==> config.mk <==
export PLATFORM = sky130hd
export DESIGN_NAME = buck_system_control_reg
export DESIGN_NICKNAME = d
export VERILOG_FILES = /design/src/core/buck_ctl_pkg.sv /design/src/core/buck_system_control_reg.sv
export SDC_FILE = /design/constraint.sdc
export NUM_CORES = 1
export LEC_CHECK = 0
export ABC_CLOCK_PERIOD_IN_PS = 7000
export BUFFER_PORTS_ARGS = -buffer_cell sky130_fd_sc_hd__buf_2
export CORE_MARGIN = 2
export CORE_UTILIZATION = 38
export DETAILED_ROUTE_END_ITERATION = 10
export SETUP_SLACK_MARGIN = 0.4
export SLEW_MARGIN = 20
export SYNTH_ARGS = -nofsm -noshare
export SYNTH_HDL_FRONTEND = slang
export SYNTH_SLANG_ARGS = --single-unit
==> constraint.sdc <==
create_clock -name clk -period 7 [get_ports clk]
set_clock_uncertainty 0.15 [all_clocks]
set_input_delay 2.1 -clock clk [delete_from_list [all_inputs] [get_ports clk]]
set_output_delay 2.1 -clock clk [all_outputs]
set_load 0.01 [all_outputs]
==> src/core/buck_ctl_pkg.sv <==
// Constants, state types and register layout for the converter control block.
// Assumes a 10 MHz system clock and a two-wire serial host outside the device.
// Contract
// - With enable pin high, software enable bit 0 stops both switches, 1 resumes.
// - Enable pin low holds converter off and shuts the serial interface down.
// - Software enable bit resets to 1 so converter runs once enable pin rises.
// - Reference writes take effect only while the grant bit (bit 6) is 1.
// - Grant bit resets to 0 and clears itself when the reference ramp ends.
// - Grant bit 1 forces PWM; afterwards the mode bit choice returns.
// - Slew field bits 5..3, reset 100, picks rate of linear ramp to new voltage.
// - Over-voltage retry bit 1 (reset 1): resume automatically once over-voltage clears.
// - Over-voltage retry bit 0: latch off until enable pin or supply cycles.
// - Hiccup bit 1 (reset 1): over-current plus under-voltage starts hiccup.
// - Hiccup bit 0: over-current plus under-voltage latches the converter off.
// - Mode bit 0 (reset 0): auto PFM/PWM at light load; 1: forced PWM.
// - Update is start, device address, register address, data; each byte acknowledged.
// - Lower seven bits of register 0 set reference 0.6 V to 1.108 V linearly.
package buck_ctl_pkg;

   // Clock and timing
   localparam int CLK_PERIOD_NS = 100;
   localparam int SLEW_BASE_NS = 1000;
   localparam int SLEW_BASE_CYCLES = SLEW_BASE_NS / CLK_PERIOD_NS;
   localparam int HICCUP_OFF_US = 1000;
   localparam int HICCUP_OFF_CYCLES = HICCUP_OFF_US * 1000 / CLK_PERIOD_NS;

   // Default cycles per reference step, code 7 first, code 0 slowest
   localparam logic [7:0][15:0] SLEW_STEP_DEFAULT = {
      16'(SLEW_BASE_CYCLES), 16'(SLEW_BASE_CYCLES * 2),
      16'(SLEW_BASE_CYCLES * 4), 16'(SLEW_BASE_CYCLES * 8),
      16'(SLEW_BASE_CYCLES * 16), 16'(SLEW_BASE_CYCLES * 32),
      16'(SLEW_BASE_CYCLES * 64), 16'(SLEW_BASE_CYCLES * 128)};

   // Register offsets
   localparam logic [7:0] REF_OFFSET = 8'h00;
   localparam logic [7:0] CTL_OFFSET = 8'h01;

   // Control register fields
   localparam int CTL_SW_EN_BIT = 7;
   localparam int CTL_GRANT_BIT = 6;
   localparam int CTL_SLEW_MSB = 5;
   localparam int CTL_SLEW_LSB = 3;
   localparam int CTL_RETRY_BIT = 2;
   localparam int CTL_HICCUP_BIT = 1;
   localparam int CTL_MODE_BIT = 0;

   // Values after reset, fixed read values and bits per byte
   localparam logic [7:0] CTL_RESET = 8'hA6;
   localparam logic [6:0] REF_RESET = 7'h1E;
   localparam logic REF_RESERVED_VALUE = 1'b1;
   localparam logic [7:0] UNMAPPED_READ = 8'h00;
   localparam logic [3:0] BITS_PER_BYTE = 4'h8;

   // Serial engine states
   typedef enum logic [3:0] {
      ST_IDLE, ST_ADDR, ST_ADDR_ACK, ST_REG, ST_REG_ACK,
      ST_WDATA, ST_WDATA_ACK, ST_TX, ST_MACK
   } serial_state_e;

   // Whole block state
   typedef struct packed {
      logic [5:0] sync1;
      logic [5:0] sync2;
      logic scl_q;
      logic sda_q;
      serial_state_e st;
      logic [3:0] bitcnt;
      logic [7:0] shreg;
      logic rw;
      logic [7:0] ptr;
      logic sda_oe;
      logic [7:0] ctl;
      logic [6:0] target;
      logic [6:0] ref_now;
      logic scaling;
      logic [15:0] slew_cnt;
      logic latched;
      logic hiccup;
      logic [23:0] hic_cnt;
      logic sw_gate;
      logic pwm_forced;
   } ctl_state_s;

   localparam ctl_state_s STATE_RESET = '{st: ST_IDLE, ctl: CTL_RESET,
      target: REF_RESET, ref_now: REF_RESET, default: '0};

endpackage

==> src/core/buck_system_control_reg.sv <==
// Serial slave, control register and switching gate of the step-down converter.
// Assumes pins arrive asynchronously and an open-drain data line resolved outside.
`timescale 1ns/10ps
`default_nettype none
module buck_system_control_reg
   import buck_ctl_pkg::*;
#(
   parameter logic [6:0] DEVICE_ADDR = 7'h60,
   parameter logic [7:0][15:0] SLEW_STEP_CYCLES = SLEW_STEP_DEFAULT,
   parameter int HICCUP_CYCLES = HICCUP_OFF_CYCLES
)
(
   // Clock and reset
   input wire logic clk,
   input wire logic rst,
   // Serial pins
   input wire logic scl,
   input wire logic sda_in,
   output logic sda_out,
   output logic sda_oe,
   // Enable pin and fault detectors
   input wire logic enable_pin,
   input wire logic ovp_det,
   input wire logic ocp_det,
   input wire logic uvp_det,
   // Power stage controls
   output logic high_side_switch,
   output logic low_side_switch,
   output logic forced_pwm,
   output logic [6:0] reference_select,
   output logic latched_off,
   output logic hiccup_active
);

   ctl_state_s r_reg;
   ctl_state_s r_next;
   logic scl_s;
   logic sda_s;
   logic en_s;
   logic ovp_s;
   logic ocp_s;
   logic uvp_s;
   logic scl_rise;
   logic scl_fall;
   logic start_cond;
   logic stop_cond;
   logic wr_stb;
   logic step_tick;
   logic [7:0] rd_byte;
   logic [7:0] ptr_inc;
   logic [7:0] rd_next;
   logic [15:0] step_len;

   // Synchronised pin views and edges
   assign scl_s = r_reg.sync2[0];
   assign sda_s = r_reg.sync2[1];
   assign en_s = r_reg.sync2[2];
   assign uvp_s = r_reg.sync2[3];
   assign ocp_s = r_reg.sync2[4];
   assign ovp_s = r_reg.sync2[5];
   assign scl_rise = scl_s & ~r_reg.scl_q;
   assign scl_fall = ~scl_s & r_reg.scl_q;
   assign start_cond = scl_s & r_reg.scl_q & r_reg.sda_q & ~sda_s;
   assign stop_cond = scl_s & r_reg.scl_q & ~r_reg.sda_q & sda_s;
   assign ptr_inc = r_reg.ptr + 8'h01;
   assign step_len = SLEW_STEP_CYCLES[r_reg.ctl[CTL_SLEW_MSB:CTL_SLEW_LSB]];

   // Read data for the current and the following pointer
   function automatic logic [7:0] reg_view(input logic [7:0] a, input ctl_state_s s);
      if (a == REF_OFFSET)
      begin
         return {REF_RESERVED_VALUE, s.target};
      end
      else if (a == CTL_OFFSET)
      begin
         return s.ctl;
      end
      return UNMAPPED_READ;
   endfunction

   assign rd_byte = reg_view(r_reg.ptr, r_reg);
   assign rd_next = reg_view(ptr_inc, r_reg);

   // Next-state logic for the whole block
   always_comb
   begin
      r_next = r_reg;
      wr_stb = 1'b0;
      step_tick = 1'b0;
      r_next.sync1 = {ovp_det, ocp_det, uvp_det, enable_pin, sda_in, scl};
      r_next.sync2 = r_reg.sync1;
      r_next.scl_q = scl_s;
      r_next.sda_q = sda_s;
      if (!en_s)
      begin
         // Pin low: converter off, serial idle, latch cleared
         r_next = STATE_RESET;
         r_next.sync1 = {ovp_det, ocp_det, uvp_det, enable_pin, sda_in, scl};
         r_next.sync2 = r_reg.sync1;
         r_next.scl_q = scl_s;
         r_next.sda_q = sda_s;
      end
      else
      begin
         // Serial engine
         if (start_cond)
         begin
            r_next.st = ST_ADDR;
            r_next.bitcnt = 4'h0;
            r_next.sda_oe = 1'b0;
         end
         else if (stop_cond)
         begin
            r_next.st = ST_IDLE;
            r_next.sda_oe = 1'b0;
         end
         else
         begin
            case (r_reg.st)
               ST_ADDR, ST_REG, ST_WDATA:
               begin
                  if (scl_rise)
                  begin
                     r_next.shreg = {r_reg.shreg[6:0], sda_s};
                     r_next.bitcnt = r_reg.bitcnt + 4'h1;
                  end
                  else if (scl_fall && r_reg.bitcnt == BITS_PER_BYTE)
                  begin
                     r_next.bitcnt = 4'h0;
                     r_next.sda_oe = 1'b1;
                     if (r_reg.st == ST_ADDR)
                     begin
                        r_next.rw = r_reg.shreg[0];
                        r_next.st = ST_ADDR_ACK;
                        if (r_reg.shreg[7:1] != DEVICE_ADDR)
                        begin
                           r_next.st = ST_IDLE;
                           r_next.sda_oe = 1'b0;
                        end
                     end
                     else if (r_reg.st == ST_REG)
                     begin
                        r_next.ptr = r_reg.shreg;
                        r_next.st = ST_REG_ACK;
                     end
                     else
                     begin
                        wr_stb = 1'b1;
                        r_next.st = ST_WDATA_ACK;
                     end
                  end
               end
               ST_ADDR_ACK:
               begin
                  if (scl_fall)
                  begin
                     r_next.bitcnt = 4'h0;
                     r_next.sda_oe = 1'b0;
                     r_next.st = ST_REG;
                     if (r_reg.rw)
                     begin
                        r_next.shreg = rd_byte;
                        r_next.sda_oe = ~rd_byte[7];
                        r_next.bitcnt = 4'h1;
                        r_next.st = ST_TX;
                     end
                  end
               end
               ST_REG_ACK, ST_WDATA_ACK:
               begin
                  if (scl_fall)
                  begin
                     r_next.sda_oe = 1'b0;
                     r_next.st = ST_WDATA;
                     if (r_reg.st == ST_WDATA_ACK)
                     begin
                        r_next.ptr = ptr_inc;
                     end
                  end
               end
               ST_TX:
               begin
                  if (scl_fall)
                  begin
                     if (r_reg.bitcnt == BITS_PER_BYTE)
                     begin
                        r_next.sda_oe = 1'b0;
                        r_next.st = ST_MACK;
                     end
                     else
                     begin
                        r_next.shreg = {r_reg.shreg[6:0], 1'b0};
                        r_next.sda_oe = ~r_reg.shreg[6];
                        r_next.bitcnt = r_reg.bitcnt + 4'h1;
                     end
                  end
               end
               ST_MACK:
               begin
                  if (scl_rise && sda_s)
                  begin
                     r_next.st = ST_IDLE;
                  end
                  else if (scl_fall)
                  begin
                     r_next.ptr = ptr_inc;
                     r_next.shreg = rd_next;
                     r_next.sda_oe = ~rd_next[7];
                     r_next.bitcnt = 4'h1;
                     r_next.st = ST_TX;
                  end
               end
               default:
               begin
                  r_next.sda_oe = 1'b0;
               end
            endcase
         end

         // Linear reference ramp; grant clears when the target is reached
         if (r_reg.scaling)
         begin
            if (r_reg.ref_now == r_reg.target)
            begin
               r_next.scaling = 1'b0;
               r_next.ctl[CTL_GRANT_BIT] = 1'b0;
               r_next.slew_cnt = 16'h0000;
            end
            else if (r_reg.slew_cnt >= step_len - 16'h0001)
            begin
               step_tick = 1'b1;
               r_next.slew_cnt = 16'h0000;
               if (r_reg.ref_now < r_reg.target)
               begin
                  r_next.ref_now = r_reg.ref_now + 7'h01;
               end
               else
               begin
                  r_next.ref_now = r_reg.ref_now - 7'h01;
               end
            end
            else
            begin
               r_next.slew_cnt = r_reg.slew_cnt + 16'h0001;
            end
         end

         // Register writes after the hardware clear, so a set wins
         if (wr_stb && r_reg.ptr == REF_OFFSET && r_reg.ctl[CTL_GRANT_BIT])
         begin
            r_next.target = r_reg.shreg[6:0];
            r_next.scaling = 1'b1;
         end
         else if (wr_stb && r_reg.ptr == CTL_OFFSET)
         begin
            r_next.ctl = r_reg.shreg;
         end

         // Fault handling
         if (r_reg.hiccup)
         begin
            r_next.hic_cnt = r_reg.hic_cnt + 24'h000001;
            if (r_reg.hic_cnt >= 24'(HICCUP_CYCLES - 1))
            begin
               r_next.hiccup = 1'b0;
               r_next.hic_cnt = 24'h000000;
            end
         end
         if (!r_reg.latched)
         begin
            if (ovp_s && !r_reg.ctl[CTL_RETRY_BIT])
            begin
               r_next.latched = 1'b1;
            end
            if (ocp_s && uvp_s)
            begin
               if (r_reg.ctl[CTL_HICCUP_BIT])
               begin
                  r_next.hiccup = 1'b1;
                  r_next.hic_cnt = 24'h000000;
               end
               else
               begin
                  r_next.latched = 1'b1;
               end
            end
         end

         // Switch gate and light-load mode
         r_next.sw_gate = r_reg.ctl[CTL_SW_EN_BIT] & ~ovp_s & ~r_reg.latched
            & ~r_reg.hiccup;
         r_next.pwm_forced = r_reg.ctl[CTL_GRANT_BIT] | r_reg.ctl[CTL_MODE_BIT];
      end
   end

   // State register
   always_ff @(posedge clk)
   begin
      if (rst)
      begin
         r_reg <= STATE_RESET;
      end
      else
      begin
         r_reg <= r_next;
      end
   end

   // Outputs
   assign sda_out = 1'b0;
   assign sda_oe = r_reg.sda_oe;
   assign high_side_switch = r_reg.sw_gate;
   assign low_side_switch = r_reg.sw_gate;
   assign forced_pwm = r_reg.pwm_forced;
   assign reference_select = r_reg.ref_now;
   assign latched_off = r_reg.latched;
   assign hiccup_active = r_reg.hiccup;

   // Checks
   property p_sw_bit_off;
      @(posedge clk) disable iff (rst)
      !r_reg.ctl[CTL_SW_EN_BIT] |=> !high_side_switch && !low_side_switch;
   endproperty
   a_sw_bit_off: assert property (p_sw_bit_off) else $error("switching with enable bit 0");

   property p_pin_off;
      @(posedge clk) disable iff (rst)
      !en_s |=> !high_side_switch && !sda_oe && r_reg.st == ST_IDLE;
   endproperty
   a_pin_off: assert property (p_pin_off) else $error("active with enable pin low");

   property p_reset_values;
      @(posedge clk) $past(rst) && !rst |-> r_reg.ctl == CTL_RESET;
   endproperty
   a_reset_values: assert property (p_reset_values) else $error("control reset value");

   property p_ref_locked;
      @(posedge clk) disable iff (rst)
      wr_stb && r_reg.ptr == REF_OFFSET && !r_reg.ctl[CTL_GRANT_BIT]
         |=> $stable(r_reg.target);
   endproperty
   a_ref_locked: assert property (p_ref_locked) else $error("reference written without grant");

   property p_grant_clear;
      @(posedge clk) disable iff (rst)
      r_reg.scaling && r_reg.ref_now == r_reg.target && !wr_stb && en_s
         |=> !r_reg.ctl[CTL_GRANT_BIT] && !r_reg.scaling;
   endproperty
   a_grant_clear: assert property (p_grant_clear) else $error("grant not cleared");

   property p_forced_pwm;
      @(posedge clk) disable iff (rst)
      en_s && r_reg.ctl[CTL_GRANT_BIT] ##1 en_s |-> forced_pwm;
   endproperty
   a_forced_pwm: assert property (p_forced_pwm) else $error("no forced PWM during scaling");

   property p_ramp_step;
      @(posedge clk) disable iff (rst)
      en_s && $changed(r_reg.ref_now) |-> $past(step_tick);
   endproperty
   a_ramp_step: assert property (p_ramp_step) else $error("reference jumped");

   property p_ovp_latch;
      @(posedge clk) disable iff (rst)
      en_s && ovp_s && !r_reg.ctl[CTL_RETRY_BIT] ##1 en_s |-> latched_off ##1 !high_side_switch;
   endproperty
   a_ovp_latch: assert property (p_ovp_latch) else $error("no latch on over-voltage");

   property p_hiccup;
      @(posedge clk) disable iff (rst)
      en_s && !r_reg.latched && ocp_s && uvp_s && r_reg.ctl[CTL_HICCUP_BIT] ##1 en_s
         |-> hiccup_active;
   endproperty
   a_hiccup: assert property (p_hiccup) else $error("no hiccup entry");

   property p_ocp_latch;
      @(posedge clk) disable iff (rst)
      en_s && ocp_s && uvp_s && !r_reg.ctl[CTL_HICCUP_BIT] ##1 en_s |-> latched_off;
   endproperty
   a_ocp_latch: assert property (p_ocp_latch) else $error("no latch on over-current");

   property p_light_load;
      @(posedge clk) disable iff (rst)
      en_s && !r_reg.ctl[CTL_GRANT_BIT] && !r_reg.ctl[CTL_MODE_BIT] ##1 en_s |-> !forced_pwm;
   endproperty
   a_light_load: assert property (p_light_load) else $error("PWM forced in auto mode");

   property p_byte_ack;
      @(posedge clk) disable iff (rst)
      r_reg.st == ST_REG_ACK || r_reg.st == ST_WDATA_ACK |-> sda_oe;
   endproperty
   a_byte_ack: assert property (p_byte_ack) else $error("byte not acknowledged");

endmodule
`default_nettype wire

; ---- Word-level counts from Yosys, hierarchy flattened
; Memory sizes are Yosys's and may differ from the RTL's. A register that Yosys moved wholly into a read port is not among the register bits.
; Index checks and enable logic that the tools add are counted.
[word_totals]
n_memories = 1
rom_bits = 128
input_bits = 8
reg_bits = 107
[mem_list]
columns = memory, depth, word_bits, read_ports, rd_ports_with_merged_regs, write_ports, line_no
row1 = (name not given), 8, 16, 1, 1, 0, buck_system_control_reg.sv:66  ; assign step_len = SLEW_STEP_CYCLES[r_reg.ctl[CTL_SLEW_MSB:CTL_SLEW_LSB]];
[op_classes]
reduce_logical = 28
n_eq_ne = 36
add_sub_neg = 7
magnitude_cmp = 4
n_mux = 77
n_bitwise = 27
[ops]
columns = operator, n
row1 = $mux 16, 6
row2 = $mux 8, 11
row3 = $mux 25, 3
row4 = $mux 26, 2
row5 = $pmux 12 s4, 1
row6 = $ne 2x2->1 const B, 14
row7 = $mux 1, 27
row8 = $mux 9, 3
row9 = $add 24x1->24 const B, 1
row10 = $ge 24x14->1 const B, 1
row11 = $mux 12, 2
row12 = $mux 4, 6
row13 = $ne 4x4->1 const B, 6
row14 = $pmux 8 s3, 1
row15 = $reduce_and 8->1, 3
row16 = $mux 21, 1
row17 = $mux 7, 3
row18 = $mux 10, 2
row19 = $pmux 4 s5, 1
row20 = $mux 17, 1
row21 = $add 16x1->16 const B, 1
row22 = $eq 4x3->1 const B, 4
row23 = $eq 8x1->1 const B, 2
row24 = $ge 16x16->1, 1
row25 = 38 further kinds, 76

; ---- Logic depth before layout (Yosys ltp)
; Gate-level depths: netlist (run 1).
[logic_depth]
word_depth = 15
ltp_mapped = 14

; ---- Worst setup path before layout (run 1)
; Ideal clock, no wire load.
[synth_timing]
path_type = in2reg
startpoint = in rst
endpoint = reg r_reg[30] (netlist name)
slack_ns = 3.466
arrival_ns = 3.326
cell_stages = 7
setup_ns = 0.058
cell_sequence = nand2b_1 clkbuf_1 or3_1 buf_2 buf_2 o211ai_1 o21a_1
[synth_via]
elab_chain_cells = 1
[synth_lines]
columns = item, line_no
row1 = start: declaration, buck_system_control_reg.sv:15  ; input wire logic rst,
row2 = $reduce_or 2->1 (no line), n/a
row3 = end signal: assignment, buck_system_control_reg.sv:305  ; r_reg <= r_next;
row4 = end: declaration, buck_system_control_reg.sv:35  ; ctl_state_s r_reg;
; Every way passes these cells.
; A chain may end at the register's enable or synchronous reset.

==> flow_summary.html, run 1 <==
<table>
<tr><th>Metric</th><th>Value</th></tr>
<tr><th colspan="2">Global route</th></tr>
<tr><td>Global-route congestion overflow total</td><td>0</td></tr>
<tr><td>Number of antenna violations at the first check in global routing</td><td>0</td></tr>
<tr><td>Maximum number of pins on one net before global-route repair</td><td>38</td></tr>
<tr><td>Wire length of the first global-routing pass</td><td>25,400 um</td></tr>
<tr><td>Overall track demand over capacity in global routing</td><td>0.171</td></tr>
<tr><td>Number of global-route vias before repair</td><td>5,071</td></tr>
<tr><th colspan="2">Yosys</th></tr>
<tr><td>Post-synthesis instance area</td><td>0.00660 mm^2</td></tr>
<tr><td>Cell count after synthesis</td><td>799</td></tr>
<tr><td>Syn Nets</td><td>844</td></tr>
<tr><td>Warning count from the yosys run</td><td>0</td></tr>
<tr><td>Number of enable-type register cells in the synthesized netlist</td><td>0</td></tr>
<tr><td>Register bit total from synthesis</td><td>117</td></tr>
<tr><td>Distinct cells, synth</td><td>67</td></tr>
<tr><td>Most used flip-flop cell after synthesis</td><td>sky130_fd_sc_hd__dfxtp_1</td></tr>
<tr><td>FFs w/ async S/R, synth</td><td>0</td></tr>
<tr><td>Post-synthesis sequential area ratio</td><td>0.355</td></tr>
<tr><td>Syn_area_per_cell</td><td>8.26 um^2</td></tr>
<tr><th colspan="2">Die</th></tr>
<tr><td>I/O pin count</td><td>22</td></tr>
<tr><td>Starting density of the core</td><td>0.386</td></tr>
<tr><td>Die Ht</td><td>136 um</td></tr>
<tr><td>Row count</td><td>48</td></tr>
<tr><td>Area of the core</td><td>0.0171 mm^2</td></tr>
<tr><td>Die width</td><td>136 um</td></tr>
<tr><td>Area of the die</td><td>0.0184 mm^2</td></tr>
<tr><th colspan="2">Layout</th></tr>
<tr><td>Commonest non-fill, non-tap cell in the layout</td><td>sky130_fd_sc_hd__dfxtp_1</td></tr>
<tr><td>Max FFs per register</td><td>84</td></tr>
<tr><td>Final standard cell count with taps included and fillers excluded</td><td>1,035</td></tr>
<tr><td>Final-stage net count</td><td>842</td></tr>
<tr><td>Fraction of layout cells with a size suffix above 1</td><td>0.0802</td></tr>
<tr><td>Most used cells in the layout excluding fill and tap cells</td><td>117 x sky130_fd_sc_hd__dfxtp_1, 78 x sky130_fd_sc_hd__nand2_1, 72 x sky130_fd_sc_hd__nor2_1, 55 x sky130_fd_sc_hd__a21oi_1, 41 x sky130_fd_sc_hd__o21ai_0</td></tr>
<tr><td>P&amp;R area growth vs syn</td><td>11.9%</td></tr>
<tr><td>Area of the multi-input gates</td><td>0.00395 mm^2</td></tr>
<tr><td>Design Area, Final</td><td>0.00739 mm^2</td></tr>
<tr><td>Area taken by flip-flops and latches</td><td>0.00234 mm^2</td></tr>
<tr><td>Total inserted antenna cells</td><td>0</td></tr>
<tr><td>Number of filler instances in the final layout</td><td>1,686</td></tr>
<tr><th colspan="2">Route</th></tr>
<tr><td>Final WL</td><td>14,900 um</td></tr>
<tr><td>Drt first pass iters</td><td>5</td></tr>
<tr><td>Number of nets with antenna violations after routing</td><td>0</td></tr>
<tr><td>Via count of the routed design</td><td>5,596</td></tr>
<tr><td>Vias/cell</td><td>5.41</td></tr>
<tr><td>DRC errors left</td><td>0</td></tr>
<tr><td>Iter 0 DRT Violations</td><td>304</td></tr>
<tr><td>WL/cell</td><td>14.4 um</td></tr>
<tr><th colspan="2">Clock network</th></tr>
<tr><td>Cts bufs inserted</td><td>17</td></tr>
<tr><td>Setup bufs post-CTS</td><td>0</td></tr>
<tr><td>Post-CTS Hold Buffers</td><td>0</td></tr>
<tr><td>Resize count post-CTS</td><td>0</td></tr>
<tr><td>Count of clock tree sinks</td><td>117</td></tr>
<tr><td>Clock Root Buffer</td><td>sky130_fd_sc_hd__clkbuf_16</td></tr>
<tr><td>Clock Path Buffers</td><td>2</td></tr>
<tr><td>Clock transition at the register clock pins on the worst setup and hold paths after CTS</td><td>0.05 ns</td></tr>
<tr><td>CTS HTree Levels</td><td>4</td></tr>
<tr><td>Clock latency at the later pin of the worst-skew pair</td><td>0.42 ns</td></tr>
<tr><td>Clock tree from TritonCTS</td><td>yes</td></tr>
<tr><th colspan="2">Timing</th></tr>
<tr><td>Fin Setup TNS</td><td>0 ns</td></tr>
<tr><td>Final setup violation count</td><td>0</td></tr>
<tr><td>Clock period minus final worst setup slack</td><td>3.90 ns</td></tr>
<tr><td>Worst-case setup margin in the final layout</td><td>3.10 ns</td></tr>
<tr><td>Setup repair after global routing missed its margin</td><td>no</td></tr>
<tr><td>Count of final max-slew check failures</td><td>0</td></tr>
<tr><td>Actual transition at the worst max-transition pin</td><td>0.908 ns</td></tr>
<tr><td>Max Freq</td><td>256 MHz</td></tr>
<tr><td>Slew HR</td><td>0.389</td></tr>
<tr><td>Hold Violations, Final</td><td>0</td></tr>
<tr><td>Ratio of final minimum period to clock period</td><td>0.557</td></tr>
<tr><th colspan="2">Place</th></tr>
<tr><td>Post-place setup slack</td><td>2.87 ns</td></tr>
<tr><td>Placed insts</td><td>1,003</td></tr>
<tr><td>Detailed-placement wirelength estimate</td><td>10,100 um</td></tr>
<tr><td>Final weighted congestion in routability-driven placement</td><td>0.816</td></tr>
<tr><td>DP Area</td><td>0.00677 mm^2</td></tr>
<tr><td>PortBufs</td><td>20</td></tr>
<tr><th colspan="2">Power</th></tr>
<tr><td>Power dissipated by switching net loads</td><td>344 uW</td></tr>
<tr><td>Clock power share</td><td>0.561</td></tr>
<tr><td>Proportion of power drawn by flip-flops and latches</td><td>0.429</td></tr>
<tr><td>PwrDens</td><td>212 mW/mm^2</td></tr>
<tr><td>Int Power</td><td>1.22 mW</td></tr>
<tr><td>Maximum resistive drop on vdd</td><td>0.162 mV</td></tr>
<tr><td>Switching Fraction</td><td>0.219</td></tr>
<tr><td>Leakage component of the power</td><td>2.86 nW</td></tr>
<tr><td>Combinational group share of total power</td><td>0.010</td></tr>
<tr><th colspan="2">Critical path</th></tr>
<tr><td>Worst Path Arrival</td><td>4.06 ns</td></tr>
<tr><td>Kind of end point of the critical path</td><td>register</td></tr>
<tr><td>Maximum fanout count along the critical path</td><td>19</td></tr>
<tr><td>Critical setup path kind</td><td>reg2reg</td></tr>
<tr><td>Critical path required time</td><td>7.16 ns</td></tr>
<tr><td>Worst Setup Start Kind</td><td>register</td></tr>
<tr><th colspan="2">Job</th></tr>
<tr><td>Number of max-capacitance violations reported</td><td>0</td></tr>
<tr><th colspan="2">Hold path</th></tr>
<tr><td>Type of the most critical hold path</td><td>reg2reg</td></tr>
<tr><th colspan="2">Run status</th></tr>
<tr><td>Outcome</td><td>finished, final reports clean</td></tr>
</table>
==> critical path, cell delays in order, from the launching register on <==
cell	delay [ns]
sky130_fd_sc_hd__dfxtp_1	0.32
sky130_fd_sc_hd__nor4_1	0.78
sky130_fd_sc_hd__nand2_1	0.19
sky130_fd_sc_hd__nor3_1	0.25
sky130_fd_sc_hd__xnor2_1	0.11
sky130_fd_sc_hd__ha_1	0.29
sky130_fd_sc_hd__and4_1	0.21
sky130_fd_sc_hd__nand3_1	0.09
sky130_fd_sc_hd__a311oi_1	0.46
sky130_fd_sc_hd__or3_1	0.57
sky130_fd_sc_hd__o21ai_0	0.18
sky130_fd_sc_hd__a21o_1	0.20
==> final cells by class <==
class / count / share of cell area
clock inverter: 13 / 0.0202
tap: 225 / 0.0381
timing repair buffer: 22 / 0.0156
inverter: 26 / 0.0132
sequential: 117 / 0.317
clock buffer: 19 / 0.0613
multi-input combinational: 613 / 0.535
==> path summary, 6_finish.rpt <==
check,depth (start not counted),to,slack (ns),start
setup reg to reg,11,r_reg[41]$_SDFFE_PP0P_,3.10,step_len[6]$_DFF_P_
hold / removal,1,en_s$_SDFF_PP0_,0.28,r_next[97]$_SDFF_PP0_
setup / recovery,11,r_reg[41]$_SDFFE_PP0P_,3.10,step_len[6]$_DFF_P_
hold reg to reg,1,en_s$_SDFF_PP0_,0.28,r_next[97]$_SDFF_PP0_
==> through the flow <==
step	hold WS (ns)	util	total power, mW
3_3_place_gp	0.271	0.396	0.702
3_5_place_dp	0.271	0.396	0.702
5_1_grt	0.308	0.432	1.62
6_report	0.282	0.432	1.57
2_1_floorplan	0.264	-	0.697
4_1_cts	0.285	0.431	1.58
==> cell families after synthesis <==
kind of cell               after synthesis  synth area share
DFF                                    117             0.355
xor gates and xnor gates                22            0.0292
adders and majority gates               37            0.0713
buffers and inverters                   69            0.0493
and+or+nand+nor                        331             0.259
AOI/OAI and AO/OA                      194             0.193
muxes                                   28            0.0424
other                                    1          0.000568
==> routing by layer <==
layer,wire length (um),vias up,GRT usage
li1,-,2880,-
met1,7250,2582,0.226
met2,6710,110,0.268
met3,628,24,0.0433
met4,284,0,0.0677
met5,0,-,0
==> power by group through the flow <==
stage	Clock, mW	Combinational [mW]	Sequential [mW]
2_1_floorplan	0	0.0112	0.686
3_3_place_gp	0	0.0160	0.686
3_5_place_dp	0	0.0161	0.686
4_1_cts	0.896	0.0161	0.672
5_1_grt	0.926	0.0181	0.672
6_report	0.878	0.0159	0.672
==> synthesized netlist by cell type, drive strengths merged, types with 6 or more instances <==
cell	count	area share
nor2	72	0.041
nand2b	20	0.019
nand2	78	0.044
a311oi	12	0.016
a211oi	11	0.013
a221oi	9	0.014
mux2i	28	0.042
nand4	8	0.0076
ha	36	0.068
xor2	10	0.013
nor4	13	0.015
dfxtp	117	0.35
o21ai	50	0.038
buf	21	0.022
and3	11	0.010
xnor2	12	0.016
nand4b	8	0.011
clkbuf	22	0.013
nand3	34	0.026
a21o	14	0.016
or3	6	0.0057
and2	13	0.012
nor2b	25	0.024
inv	26	0.015
a21oi	58	0.046
nor3	19	0.014
No activity file was read; power rests on OpenSTA's default activity.
==> run 2, diff against run 1 <==
--- a/config.mk
+++ b/config.mk
@@ -5,7 +5,8 @@
 export SDC_FILE = /design/constraint.sdc
 export NUM_CORES = 1
 export LEC_CHECK = 0
-export ABC_CLOCK_PERIOD_IN_PS = 7000
+export ABC_AREA = 1
+export ABC_CLOCK_PERIOD_IN_PS = 3200
 export BUFFER_PORTS_ARGS = -buffer_cell sky130_fd_sc_hd__buf_2
 export CORE_MARGIN = 2
 export CORE_UTILIZATION = 38
==> constraint.sdc (replaced) <==
create_clock -name clk -period 3.2 [get_ports clk]
set_clock_uncertainty 0.15 [all_clocks]
set_input_delay 0.96 -clock clk [delete_from_list [all_inputs] [get_ports clk]]
set_output_delay 0.96 -clock clk [all_outputs]
set_load 0.01 [all_outputs]
==> flow_summary.html, run 2 <==
<table>
<tr><th>Metric</th><th>Value</th></tr>
<tr><th colspan="2">Layout</th></tr>
<tr><td>Final standard cell count with taps included and fillers excluded</td><td>1,280 (+24%)</td></tr>
<tr><td>Post-layout utilization of the core</td><td>0.449 (+0.0175)</td></tr>
<tr><td>Fraction of layout cells with a size suffix above 1</td><td>0.152 (+0.0720)</td></tr>
<tr><td>Commonest non-fill, non-tap cell in the layout</td><td>sky130_fd_sc_hd__nand2_1</td></tr>
<tr><td>Most used cells in the layout excluding fill and tap cells</td><td>200 x sky130_fd_sc_hd__nand2_1, 135 x sky130_fd_sc_hd__inv_1, 116 x sky130_fd_sc_hd__dfxtp_1, 109 x sky130_fd_sc_hd__nor2_1, 72 x sky130_fd_sc_hd__a21oi_1</td></tr>
<tr><td>Final-stage net count</td><td>1,083 (+29%)</td></tr>
<tr><td>Design Area, Final</td><td>0.00810 mm^2 (+9.6%)</td></tr>
<tr><td>Max FFs per register</td><td>84 (unchanged)</td></tr>
<tr><td>P&amp;R area growth vs syn</td><td>15.8%</td></tr>
<tr><td>Total inserted antenna cells</td><td>0 (unchanged)</td></tr>
<tr><th colspan="2">Die</th></tr>
<tr><td>Die width</td><td>140 um (+2.8%)</td></tr>
<tr><td>Area of the core</td><td>0.0180 mm^2 (+5.3%)</td></tr>
<tr><td>Area of the die</td><td>0.0195 mm^2 (+5.7%)</td></tr>
<tr><td>Row count</td><td>49 (+2.1%)</td></tr>
<tr><td>Starting density of the core</td><td>0.388 (+0.00194)</td></tr>
<tr><td>I/O pin count</td><td>22 (unchanged)</td></tr>
<tr><td>Die Ht</td><td>140 um (+2.8%)</td></tr>
<tr><th colspan="2">Yosys</th></tr>
<tr><td>Warning count from the yosys run</td><td>0 (unchanged)</td></tr>
<tr><td>Library cell with the highest instance count after synthesis</td><td>sky130_fd_sc_hd__nand2_1</td></tr>
<tr><td>Top cells by instance count after synthesis</td><td>204 x sky130_fd_sc_hd__nand2_1, 136 x sky130_fd_sc_hd__inv_1, 117 x sky130_fd_sc_hd__dfxtp_1, 113 x sky130_fd_sc_hd__nor2_1, 78 x sky130_fd_sc_hd__a21oi_1</td></tr>
<tr><td>Post-synthesis sequential area ratio</td><td>0.335 (-0.0196)</td></tr>
<tr><td>Cell count after synthesis</td><td>1,007 (+26%)</td></tr>
<tr><td>Cell types with the largest area share after synthesis</td><td>sky130_fd_sc_hd__dfxtp_1 34%, sky130_fd_sc_hd__nand2_1 11%, sky130_fd_sc_hd__inv_1 7.3%, sky130_fd_sc_hd__ha_1 6.4%, sky130_fd_sc_hd__nor2_1 6.1%</td></tr>
<tr><td>Syn_area_per_cell</td><td>6.94 um^2 (-16%)</td></tr>
<tr><td>Post-synthesis instance area</td><td>0.00699 mm^2 (+5.8%)</td></tr>
<tr><td>Syn Nets</td><td>1,052 (+25%)</td></tr>
<tr><td>Number of enable-type register cells in the synthesized netlist</td><td>0 (unchanged)</td></tr>
<tr><td>Distinct cells, synth</td><td>51 (-24%)</td></tr>
<tr><td>Most used flip-flop cell after synthesis</td><td>sky130_fd_sc_hd__dfxtp_1</td></tr>
<tr><td>FFs w/ async S/R, synth</td><td>0 (unchanged)</td></tr>
<tr><td>Proportion of netlist area held by the largest area contributor</td><td>0.335 (-0.0196)</td></tr>
<tr><td>Register bit total from synthesis</td><td>117 (unchanged)</td></tr>
<tr><td>Most area-hungry cell type in the Yosys netlist</td><td>sky130_fd_sc_hd__dfxtp_1</td></tr>
<tr><th colspan="2">Route</th></tr>
<tr><td>Via count of the routed design</td><td>6,321 (+13%)</td></tr>
<tr><td>DRC errors left</td><td>0 (unchanged)</td></tr>
<tr><td>WL/cell</td><td>13.1 um (-9.0%)</td></tr>
<tr><td>Iter 0 DRT Violations</td><td>423 (+39%)</td></tr>
<tr><td>Drt first pass iters</td><td>5 (unchanged)</td></tr>
<tr><td>Vias/cell</td><td>4.94 (-8.7%)</td></tr>
<tr><td>Number of nets with antenna violations after routing</td><td>0 (unchanged)</td></tr>
<tr><td>Final WL</td><td>16,700 um (+13%)</td></tr>
<tr><th colspan="2">Global route</th></tr>
<tr><td>Number of global-route vias before repair</td><td>5,887 (+16%)</td></tr>
<tr><td>Number of antenna violations at the first check in global routing</td><td>0 (unchanged)</td></tr>
<tr><td>Overall track demand over capacity in global routing</td><td>0.177 (+0.00626)</td></tr>
<tr><td>Global-route congestion overflow total</td><td>0 (unchanged)</td></tr>
<tr><td>Maximum number of pins on one net before global-route repair</td><td>29 (-24%)</td></tr>
<tr><td>Wire length of the first global-routing pass</td><td>28,400 um (+12%)</td></tr>
<tr><th colspan="2">Clock network</th></tr>
<tr><td>Clock tree from TritonCTS</td><td>yes</td></tr>
<tr><td>Clock Root Buffer</td><td>sky130_fd_sc_hd__clkbuf_16</td></tr>
<tr><td>Clock latency at the later pin of the worst-skew pair</td><td>0.42 ns (about the same)</td></tr>
<tr><td>Count of clock tree sinks</td><td>117 (unchanged)</td></tr>
<tr><td>Post-CTS Hold Buffers</td><td>0 (unchanged)</td></tr>
<tr><td>Cts bufs inserted</td><td>17 (unchanged)</td></tr>
<tr><td>Clock Path Buffers</td><td>2 (unchanged)</td></tr>
<tr><td>Clock transition at the register clock pins on the worst setup and hold paths after CTS</td><td>0.06 ns (about the same)</td></tr>
<tr><td>CTS HTree Levels</td><td>4 (unchanged)</td></tr>
<tr><th colspan="2">Timing</th></tr>
<tr><td>Count of final max-slew check failures</td><td>0 (unchanged)</td></tr>
<tr><td>Ratio of final minimum period to clock period</td><td>0.861 (+0.304)</td></tr>
<tr><td>Clock period minus final worst setup slack</td><td>2.75 ns (-1.14 ns)</td></tr>
<tr><td>Hold Violations, Final</td><td>0 (unchanged)</td></tr>
<tr><td>Setup repair after global routing missed its margin</td><td>yes</td></tr>
<tr><td>Fin Setup TNS</td><td>0 ns (unchanged)</td></tr>
<tr><td>Worst-case setup margin in the final layout</td><td>0.445 ns (-2.66 ns)</td></tr>
<tr><td>Actual transition at the worst max-transition pin</td><td>0.597 ns (-0.311 ns)</td></tr>
<tr><td>Slew HR</td><td>0.599 (+0.210)</td></tr>
<tr><td>Max Freq</td><td>363 MHz (+42%)</td></tr>
<tr><td>Worst hold slack across all endpoints</td><td>0.246 ns (-0.0357 ns)</td></tr>
<tr><td>Final setup violation count</td><td>0 (unchanged)</td></tr>
<tr><th colspan="2">Place</th></tr>
<tr><td>PortBufs</td><td>20 (unchanged)</td></tr>
<tr><td>Placed insts</td><td>1,237 (+23%)</td></tr>
<tr><td>Post-place setup slack</td><td>0.261 ns (-2.61 ns)</td></tr>
<tr><td>Final weighted congestion in routability-driven placement</td><td>0.880 (+7.8%)</td></tr>
<tr><td>Detailed-placement wirelength estimate</td><td>12,000 um (+19%)</td></tr>
<tr><td>DP Area</td><td>0.00727 mm^2 (+7.3%)</td></tr>
<tr><th colspan="2">Power</th></tr>
<tr><td>Final total power</td><td>3.51 mW (+120%)</td></tr>
<tr><td>PwrDens</td><td>434 mW/mm^2 (+100%)</td></tr>
<tr><td>Leakage component of the power</td><td>3.49 nW (+22%)</td></tr>
<tr><td>Maximum resistive drop on vdd</td><td>0.357 mV (+120%)</td></tr>
<tr><th colspan="2">Critical path</th></tr>
<tr><td>Worst Setup Start Kind</td><td>register</td></tr>
<tr><td>Worst setup path startpoint</td><td>step_len[3]$_SDFF_PP0_</td></tr>
<tr><td>Worst Path Arrival</td><td>2.97 ns (-1.09 ns)</td></tr>
<tr><td>Critical setup path kind</td><td>reg2reg</td></tr>
<tr><td>Capture instance of the worst register-to-register path</td><td>r_reg[28]$_SDFFE_PP0P_</td></tr>
<tr><td>Kind of end point of the critical path</td><td>register</td></tr>
<tr><td>Reg2Reg Launch Point</td><td>step_len[3]$_SDFF_PP0_</td></tr>
<tr><td>Worst R2R Setup Slack</td><td>0.45 ns (-2.66 ns)</td></tr>
<tr><td>Critical path required time</td><td>3.41 ns (-3.75 ns)</td></tr>
<tr><td>Maximum fanout count along the critical path</td><td>3 (-16)</td></tr>
<tr><td>Number of cells traversed by the worst register-to-register path</td><td>16 (+5)</td></tr>
<tr><td>Capture point of the worst path</td><td>r_reg[28]$_SDFFE_PP0P_</td></tr>
<tr><th colspan="2">Job</th></tr>
<tr><td>Number of max-capacitance violations reported</td><td>0 (unchanged)</td></tr>
<tr><th colspan="2">Hold path</th></tr>
<tr><td>Type of the most critical hold path</td><td>reg2reg</td></tr>
<tr><th colspan="2">Run status</th></tr>
<tr><td>Outcome</td><td>finished, final reports clean</td></tr>
</table>
run 2: changes by cell type in the layout (fill, tap and decap cells not counted), sizes merged, moves of 19 or more:
| cell | delta |
|---|---|
| nand3 | +19 |
| a21oi | +21 |
| nor2 | +61 |
| nand2b | -20 |
| nor2b | -25 |
| inv | +123 |
| mux2i | -28 |
| nand2 | +137 |
run 2: kinds of logic after synthesis:
logic type / Yosys count / share of synthesized area
compound gates: 185 / 0.151
xor+xnor: 30 / 0.0376
fa+ha+maj: 37 / 0.0673
buf+inv: 177 / 0.106
flops: 117 / 0.335
other cells: 1 / 0.000537
simple gates: 460 / 0.302
run 2: where the power goes:
group / leakage (nW) / switching (mW) / internal, mW / total [mW]
clock network: 0.303 / 0.759 / 1.25 / 2.01
registers: 0.946 / 0.00343 / 1.46 / 1.47
logic: 2.24 / 0.0257 / 0.0120 / 0.0377
total: 3.49 / 0.788 / 2.72 / 3.51
run 2: final cells by class:
type                       count  area (um^2)
clock buffer                  17          425
timing repair buffer          40          262
inverter                     149          563
multi-input combinational    713         4020
fill                        1860         9930
sequential                   117         2340
tap                          229          287
clock inverter                15          195
run 2: worst min path at each step:
stage,from,end,depth (start not counted)
after global routing,r_next[98]$_SDFF_PP0_,r_reg[98]$_SDFF_PP0_,2
final,r_next[98]$_SDFF_PP0_,r_reg[98]$_SDFF_PP0_,2
after detailed placement,r_next[97]$_SDFF_PP0_,en_s$_SDFF_PP0_,2
after floorplan,r_next[97]$_SDFF_PP0_,en_s$_SDFF_PP0_,2
after global placement,r_next[99]$_SDFF_PP0_,ocp_s$_SDFF_PP0_,2
after CTS,r_next[98]$_SDFF_PP0_,r_reg[98]$_SDFF_PP0_,2
run 2: repair_timing:
| action | in CTS | in global routing |
|---|---|---|
| gates resized for setup | 6 | 28 |
| setup endpoints to repair | 16 | 23 |
| pin swaps | 1 | 5 |
| buffers inserted | 2 | 9 |
run 2: critical path: stages, from the launching register on:
cell	delay (ns)
sky130_fd_sc_hd__dfxtp_2	0.32
sky130_fd_sc_hd__nor2_1	0.08
sky130_fd_sc_hd__nand2_1	0.09
sky130_fd_sc_hd__or3_4	0.36
sky130_fd_sc_hd__nor4_4	0.27
sky130_fd_sc_hd__nand2_1	0.09
sky130_fd_sc_hd__ha_1	0.29
sky130_fd_sc_hd__nand2_1	0.06
sky130_fd_sc_hd__a21oi_1	0.04
sky130_fd_sc_hd__a211oi_2	0.15
sky130_fd_sc_hd__nand2_1	0.09
sky130_fd_sc_hd__a21oi_2	0.16
sky130_fd_sc_hd__inv_2	0.08
sky130_fd_sc_hd__nor2_4	0.15
sky130_fd_sc_hd__buf_6	0.12
sky130_fd_sc_hd__buf_4	0.09
sky130_fd_sc_hd__o21a_1	0.10
run 2: per-layer routing:
layer	part of all wire	vias to the layer above	global-route usage
li1	-	3340	-
met1	0.50	2842	0.242
met2	0.44	121	0.276
met3	0.043	18	0.0427
met4	0.014	0	0.0584
met5	0	-	0
==> run 3, diff against run 2 <==
--- a/config.mk
+++ b/config.mk
@@ -11,6 +11,8 @@
 export CORE_MARGIN = 2
 export CORE_UTILIZATION = 38
 export DETAILED_ROUTE_END_ITERATION = 10
+export MAX_ROUTING_LAYER = met4
+export REMOVE_ABC_BUFFERS = 1
 export SETUP_SLACK_MARGIN = 0.4
 export SLEW_MARGIN = 20
 export SYNTH_ARGS = -nofsm -noshare
==> flow_summary.html, run 3 (same netlist as run 2, synthesis figures left out) <==
<table>
<tr><th>Metric</th><th>Value</th></tr>
<tr><th colspan="2">Timing</th></tr>
<tr><td>Worst-case setup margin in the final layout</td><td>0.331 ns (-0.114 ns)</td></tr>
<tr><td>Final setup violation count</td><td>0 (unchanged)</td></tr>
<tr><td>Worst hold slack across all endpoints</td><td>0.251 ns (+0.00496 ns)</td></tr>
<tr><td>Setup repair after global routing missed its margin</td><td>yes</td></tr>
<tr><td>Hold Violations, Final</td><td>0 (unchanged)</td></tr>
<tr><td>Clock period minus final worst setup slack</td><td>2.87 ns (+0.114 ns)</td></tr>
<tr><td>Ratio of final minimum period to clock period</td><td>0.896 (+0.0355)</td></tr>
<tr><td>Slew HR</td><td>0.566 (-0.0328)</td></tr>
<tr><td>Max Freq</td><td>349 MHz (-4.0%)</td></tr>
<tr><td>Count of final max-slew check failures</td><td>0 (unchanged)</td></tr>
<tr><td>Actual transition at the worst max-transition pin</td><td>0.645 ns (+0.0478 ns)</td></tr>
<tr><th colspan="2">Layout</th></tr>
<tr><td>Fraction of layout cells with a size suffix above 1</td><td>0.159 (+0.00677)</td></tr>
<tr><td>P&amp;R area growth vs syn</td><td>15.8% (about the same)</td></tr>
<tr><td>Total inserted antenna cells</td><td>0 (unchanged)</td></tr>
<tr><td>Max FFs per register</td><td>84 (unchanged)</td></tr>
<tr><td>Most used cells in the layout excluding fill and tap cells</td><td>197 x sky130_fd_sc_hd__nand2_1, 133 x sky130_fd_sc_hd__inv_1, 113 x sky130_fd_sc_hd__dfxtp_1, 110 x sky130_fd_sc_hd__nor2_1, 72 x sky130_fd_sc_hd__a21oi_1</td></tr>
<tr><td>Final-stage net count</td><td>1,076 (-0.65%)</td></tr>
<tr><td>Post-layout utilization of the core</td><td>0.449 (about the same)</td></tr>
<tr><td>Commonest non-fill, non-tap cell in the layout</td><td>sky130_fd_sc_hd__nand2_1</td></tr>
<tr><th colspan="2">Place</th></tr>
<tr><td>Detailed-placement wirelength estimate</td><td>12,300 um (+2.8%)</td></tr>
<tr><td>Final weighted congestion in routability-driven placement</td><td>0.900 (+2.3%)</td></tr>
<tr><td>Post-place setup slack</td><td>0.225 ns (-0.0366 ns)</td></tr>
<tr><td>PortBufs</td><td>20 (unchanged)</td></tr>
<tr><th colspan="2">Global route</th></tr>
<tr><td>Global-route congestion overflow total</td><td>0 (unchanged)</td></tr>
<tr><td>Number of antenna violations at the first check in global routing</td><td>0 (unchanged)</td></tr>
<tr><td>Maximum number of pins on one net before global-route repair</td><td>36 (+24%)</td></tr>
<tr><td>Overall track demand over capacity in global routing</td><td>0.179 (+0.00177)</td></tr>
<tr><td>Wire length of the first global-routing pass</td><td>27,800 um (-2.3%)</td></tr>
<tr><td>Number of global-route vias before repair</td><td>5,796 (-1.5%)</td></tr>
<tr><th colspan="2">Clock network</th></tr>
<tr><td>Cts bufs inserted</td><td>17 (unchanged)</td></tr>
<tr><td>CTS HTree Levels</td><td>4 (unchanged)</td></tr>
<tr><td>Clock transition at the register clock pins on the worst setup and hold paths after CTS</td><td>0.06 ns (about the same)</td></tr>
<tr><td>Clock latency at the later pin of the worst-skew pair</td><td>0.42 ns (about the same)</td></tr>
<tr><td>Count of clock tree sinks</td><td>117 (unchanged)</td></tr>
<tr><td>Clock Path Buffers</td><td>2 (unchanged)</td></tr>
<tr><td>Clock tree from TritonCTS</td><td>yes</td></tr>
<tr><td>Clock Root Buffer</td><td>sky130_fd_sc_hd__clkbuf_16</td></tr>
<tr><th colspan="2">Critical path</th></tr>
<tr><td>Number of cells traversed by the worst register-to-register path</td><td>15 (-1)</td></tr>
<tr><td>Critical setup path kind</td><td>reg2reg</td></tr>
<tr><td>Kind of end point of the critical path</td><td>register</td></tr>
<tr><td>Worst R2R Setup Slack</td><td>0.33 ns (-0.11 ns)</td></tr>
<tr><td>Critical path required time</td><td>3.39 ns (-0.02 ns)</td></tr>
<tr><td>Worst Path Arrival</td><td>3.06 ns (+0.09 ns)</td></tr>
<tr><td>Maximum fanout count along the critical path</td><td>5 (+2)</td></tr>
<tr><td>Worst Setup Start Kind</td><td>register</td></tr>
<tr><td>Capture instance of the worst register-to-register path</td><td>r_reg[29]$_SDFFE_PP0P_</td></tr>
<tr><td>Reg2Reg Launch Point</td><td>step_len[3]$_SDFF_PP0_</td></tr>
<tr><th colspan="2">Die</th></tr>
<tr><td>Die Ht</td><td>140 um (unchanged)</td></tr>
<tr><td>I/O pin count</td><td>22 (unchanged)</td></tr>
<tr><td>Area of the die</td><td>0.0195 mm^2 (unchanged)</td></tr>
<tr><td>Area of the core</td><td>0.0180 mm^2 (unchanged)</td></tr>
<tr><td>Die width</td><td>140 um (unchanged)</td></tr>
<tr><td>Row count</td><td>49 (unchanged)</td></tr>
<tr><td>Starting density of the core</td><td>0.388 (unchanged)</td></tr>
<tr><th colspan="2">Hold path</th></tr>
<tr><td>Hold Path Stages</td><td>2 (unchanged)</td></tr>
<tr><td>Launch instance of the worst min-delay path</td><td>r_next[96]$_SDFF_PP0_</td></tr>
<tr><td>Min-Delay Endpoint</td><td>r_next[93]$_SDFF_PP0_</td></tr>
<tr><td>Type of the most critical hold path</td><td>reg2reg</td></tr>
<tr><th colspan="2">Route</th></tr>
<tr><td>DRC errors left</td><td>0 (unchanged)</td></tr>
<tr><td>Number of nets with antenna violations after routing</td><td>0 (unchanged)</td></tr>
<tr><td>Vias/cell</td><td>5.04 (+2.0%)</td></tr>
<tr><td>Drt first pass iters</td><td>5 (unchanged)</td></tr>
<tr><td>Final WL</td><td>17,000 um (+1.6%)</td></tr>
<tr><td>Iter 0 DRT Violations</td><td>383 (-9.5%)</td></tr>
<tr><td>WL/cell</td><td>13.4 um (+2.1%)</td></tr>
<tr><td>Via count of the routed design</td><td>6,411 (+1.4%)</td></tr>
<tr><th colspan="2">Power</th></tr>
<tr><td>PwrDens</td><td>422 mW/mm^2 (-2.7%)</td></tr>
<tr><td>Power dissipated by switching net loads</td><td>775 uW (-1.6%)</td></tr>
<tr><td>Int Power</td><td>2.64 mW (-3.1%)</td></tr>
<tr><td>Final total power</td><td>3.41 mW (-2.8%)</td></tr>
<tr><td>Leakage component of the power</td><td>3.45 nW (-0.97%)</td></tr>
<tr><td>Combinational group share of total power</td><td>0.011 (about the same)</td></tr>
<tr><td>Maximum resistive drop on vdd</td><td>0.359 mV (+0.58%)</td></tr>
<tr><td>Switching Fraction</td><td>0.227 (+0.00261)</td></tr>
<tr><td>Clock power share</td><td>0.559 (-0.012)</td></tr>
<tr><td>Proportion of power drawn by flip-flops and latches</td><td>0.430 (+0.012)</td></tr>
<tr><th colspan="2">Job</th></tr>
<tr><td>Number of max-capacitance violations reported</td><td>0 (unchanged)</td></tr>
<tr><th colspan="2">Run status</th></tr>
<tr><td>Outcome</td><td>finished, final reports clean</td></tr>
</table>
[run 3: cell types whose count changed in the layout (fill, tap and decap cells not counted), sizes merged]
cell / previous run / this run
buf: 40 / 32
clkinv: 8 / 11
bufinv: 3 / 2
clkinvlp: 1 / 0
inv: 152 / 151
nor2: 133 / 134
[run 3: metal layers]
metal / vias up / global-route usage / wire length (um)
li1: 3326 / - / -
met1: 2960 / 0.230 / 8240
met2: 104 / 0.280 / 8000
met3: 21 / 0.0471 / 535
met4: 0 / 0.0500 / 228
met5: - / - / 0
[run 3: final cells by class]
type / count / area, um^2
Fill cell: 1898 / 9930
Multi-Input combinational cell: 714 / 4110
Sequential cell: 117 / 2350
Inverter: 149 / 566
Clock buffer: 17 / 425
Tap cell: 229 / 287
Timing Repair Buffer: 32 / 190
Clock inverter: 15 / 169
[run 3: repair_timing]
| action | CTS | global route |
|---|---|---|
| gates resized for setup | 5 | 40 |
| hold buffers | 0 | 0 |
| pin swaps | 1 | 18 |
| gates cloned | 0 | 1 |
| setup buffers | 2 | 2 |
| endpoints found under the setup margin | 12 | 23 |
[run 3: worst max path at each step]
stage | startpoint | endpoint | slack (ns) | cells past startpoint
after floorplan | rst | step_len[5]$_DFF_P_ | -0.51 | 6
after global placement | step_len[3]$_SDFF_PP0_ | r_reg[30]$_SDFFE_PP0P_ | 0.31 | 15
after detailed placement | step_len[1]$_SDFF_PP0_ | r_reg[42]$_SDFFE_PP0P_ | 0.22 | 17
after CTS | step_len[3]$_SDFF_PP0_ | r_reg[29]$_SDFFE_PP0P_ | 0.38 | 15
after global routing | step_len[3]$_SDFF_PP0_ | r_reg[41]$_SDFFE_PP0P_ | 0.15 | 15
final | step_len[3]$_SDFF_PP0_ | r_reg[29]$_SDFFE_PP0P_ | 0.33 | 15
[run 3: worst max-delay path, stage by stage, from the launching register on]
cell	delay [ns]
sky130_fd_sc_hd__dfxtp_2	0.33
sky130_fd_sc_hd__nor2_1	0.08
sky130_fd_sc_hd__nand2_1	0.08
sky130_fd_sc_hd__or3_4	0.36
sky130_fd_sc_hd__nor4_4	0.29
sky130_fd_sc_hd__nand2_1	0.14
sky130_fd_sc_hd__ha_4	0.23
sky130_fd_sc_hd__nand2_2	0.06
sky130_fd_sc_hd__a21oi_2	0.03
sky130_fd_sc_hd__a211oi_2	0.23
sky130_fd_sc_hd__nand2_2	0.11
sky130_fd_sc_hd__a21oi_4	0.20
sky130_fd_sc_hd__inv_4	0.10
sky130_fd_sc_hd__nor2_4	0.19
sky130_fd_sc_hd__nand2_1	0.08
sky130_fd_sc_hd__a21oi_1	0.13
[run 3: stage by stage]
step | instances | setup TNS [ns] | instance area, um^2
final | 1273 | 0 | 8090
after global routing | 1273 | 0 | 8090
after detailed placement | 1236 | 0 | 7260
after floorplan | 979 | -14.61 | 6810
after CTS | 1270 | 0 | 7890
after global placement | 1236 | 0 | 7260
[run 3: power by group through the flow]
stage / logic (mW) / clock network, mW / registers, mW
final: 0.0370 / 1.91 / 1.47
after global routing: 0.0426 / 2.03 / 1.47
after CTS: 0.0382 / 1.95 / 1.47
after detailed placement: 0.0380 / 0 / 1.50
after global placement: 0.0381 / 0 / 1.50
after floorplan: 0.0206 / 0 / 1.50
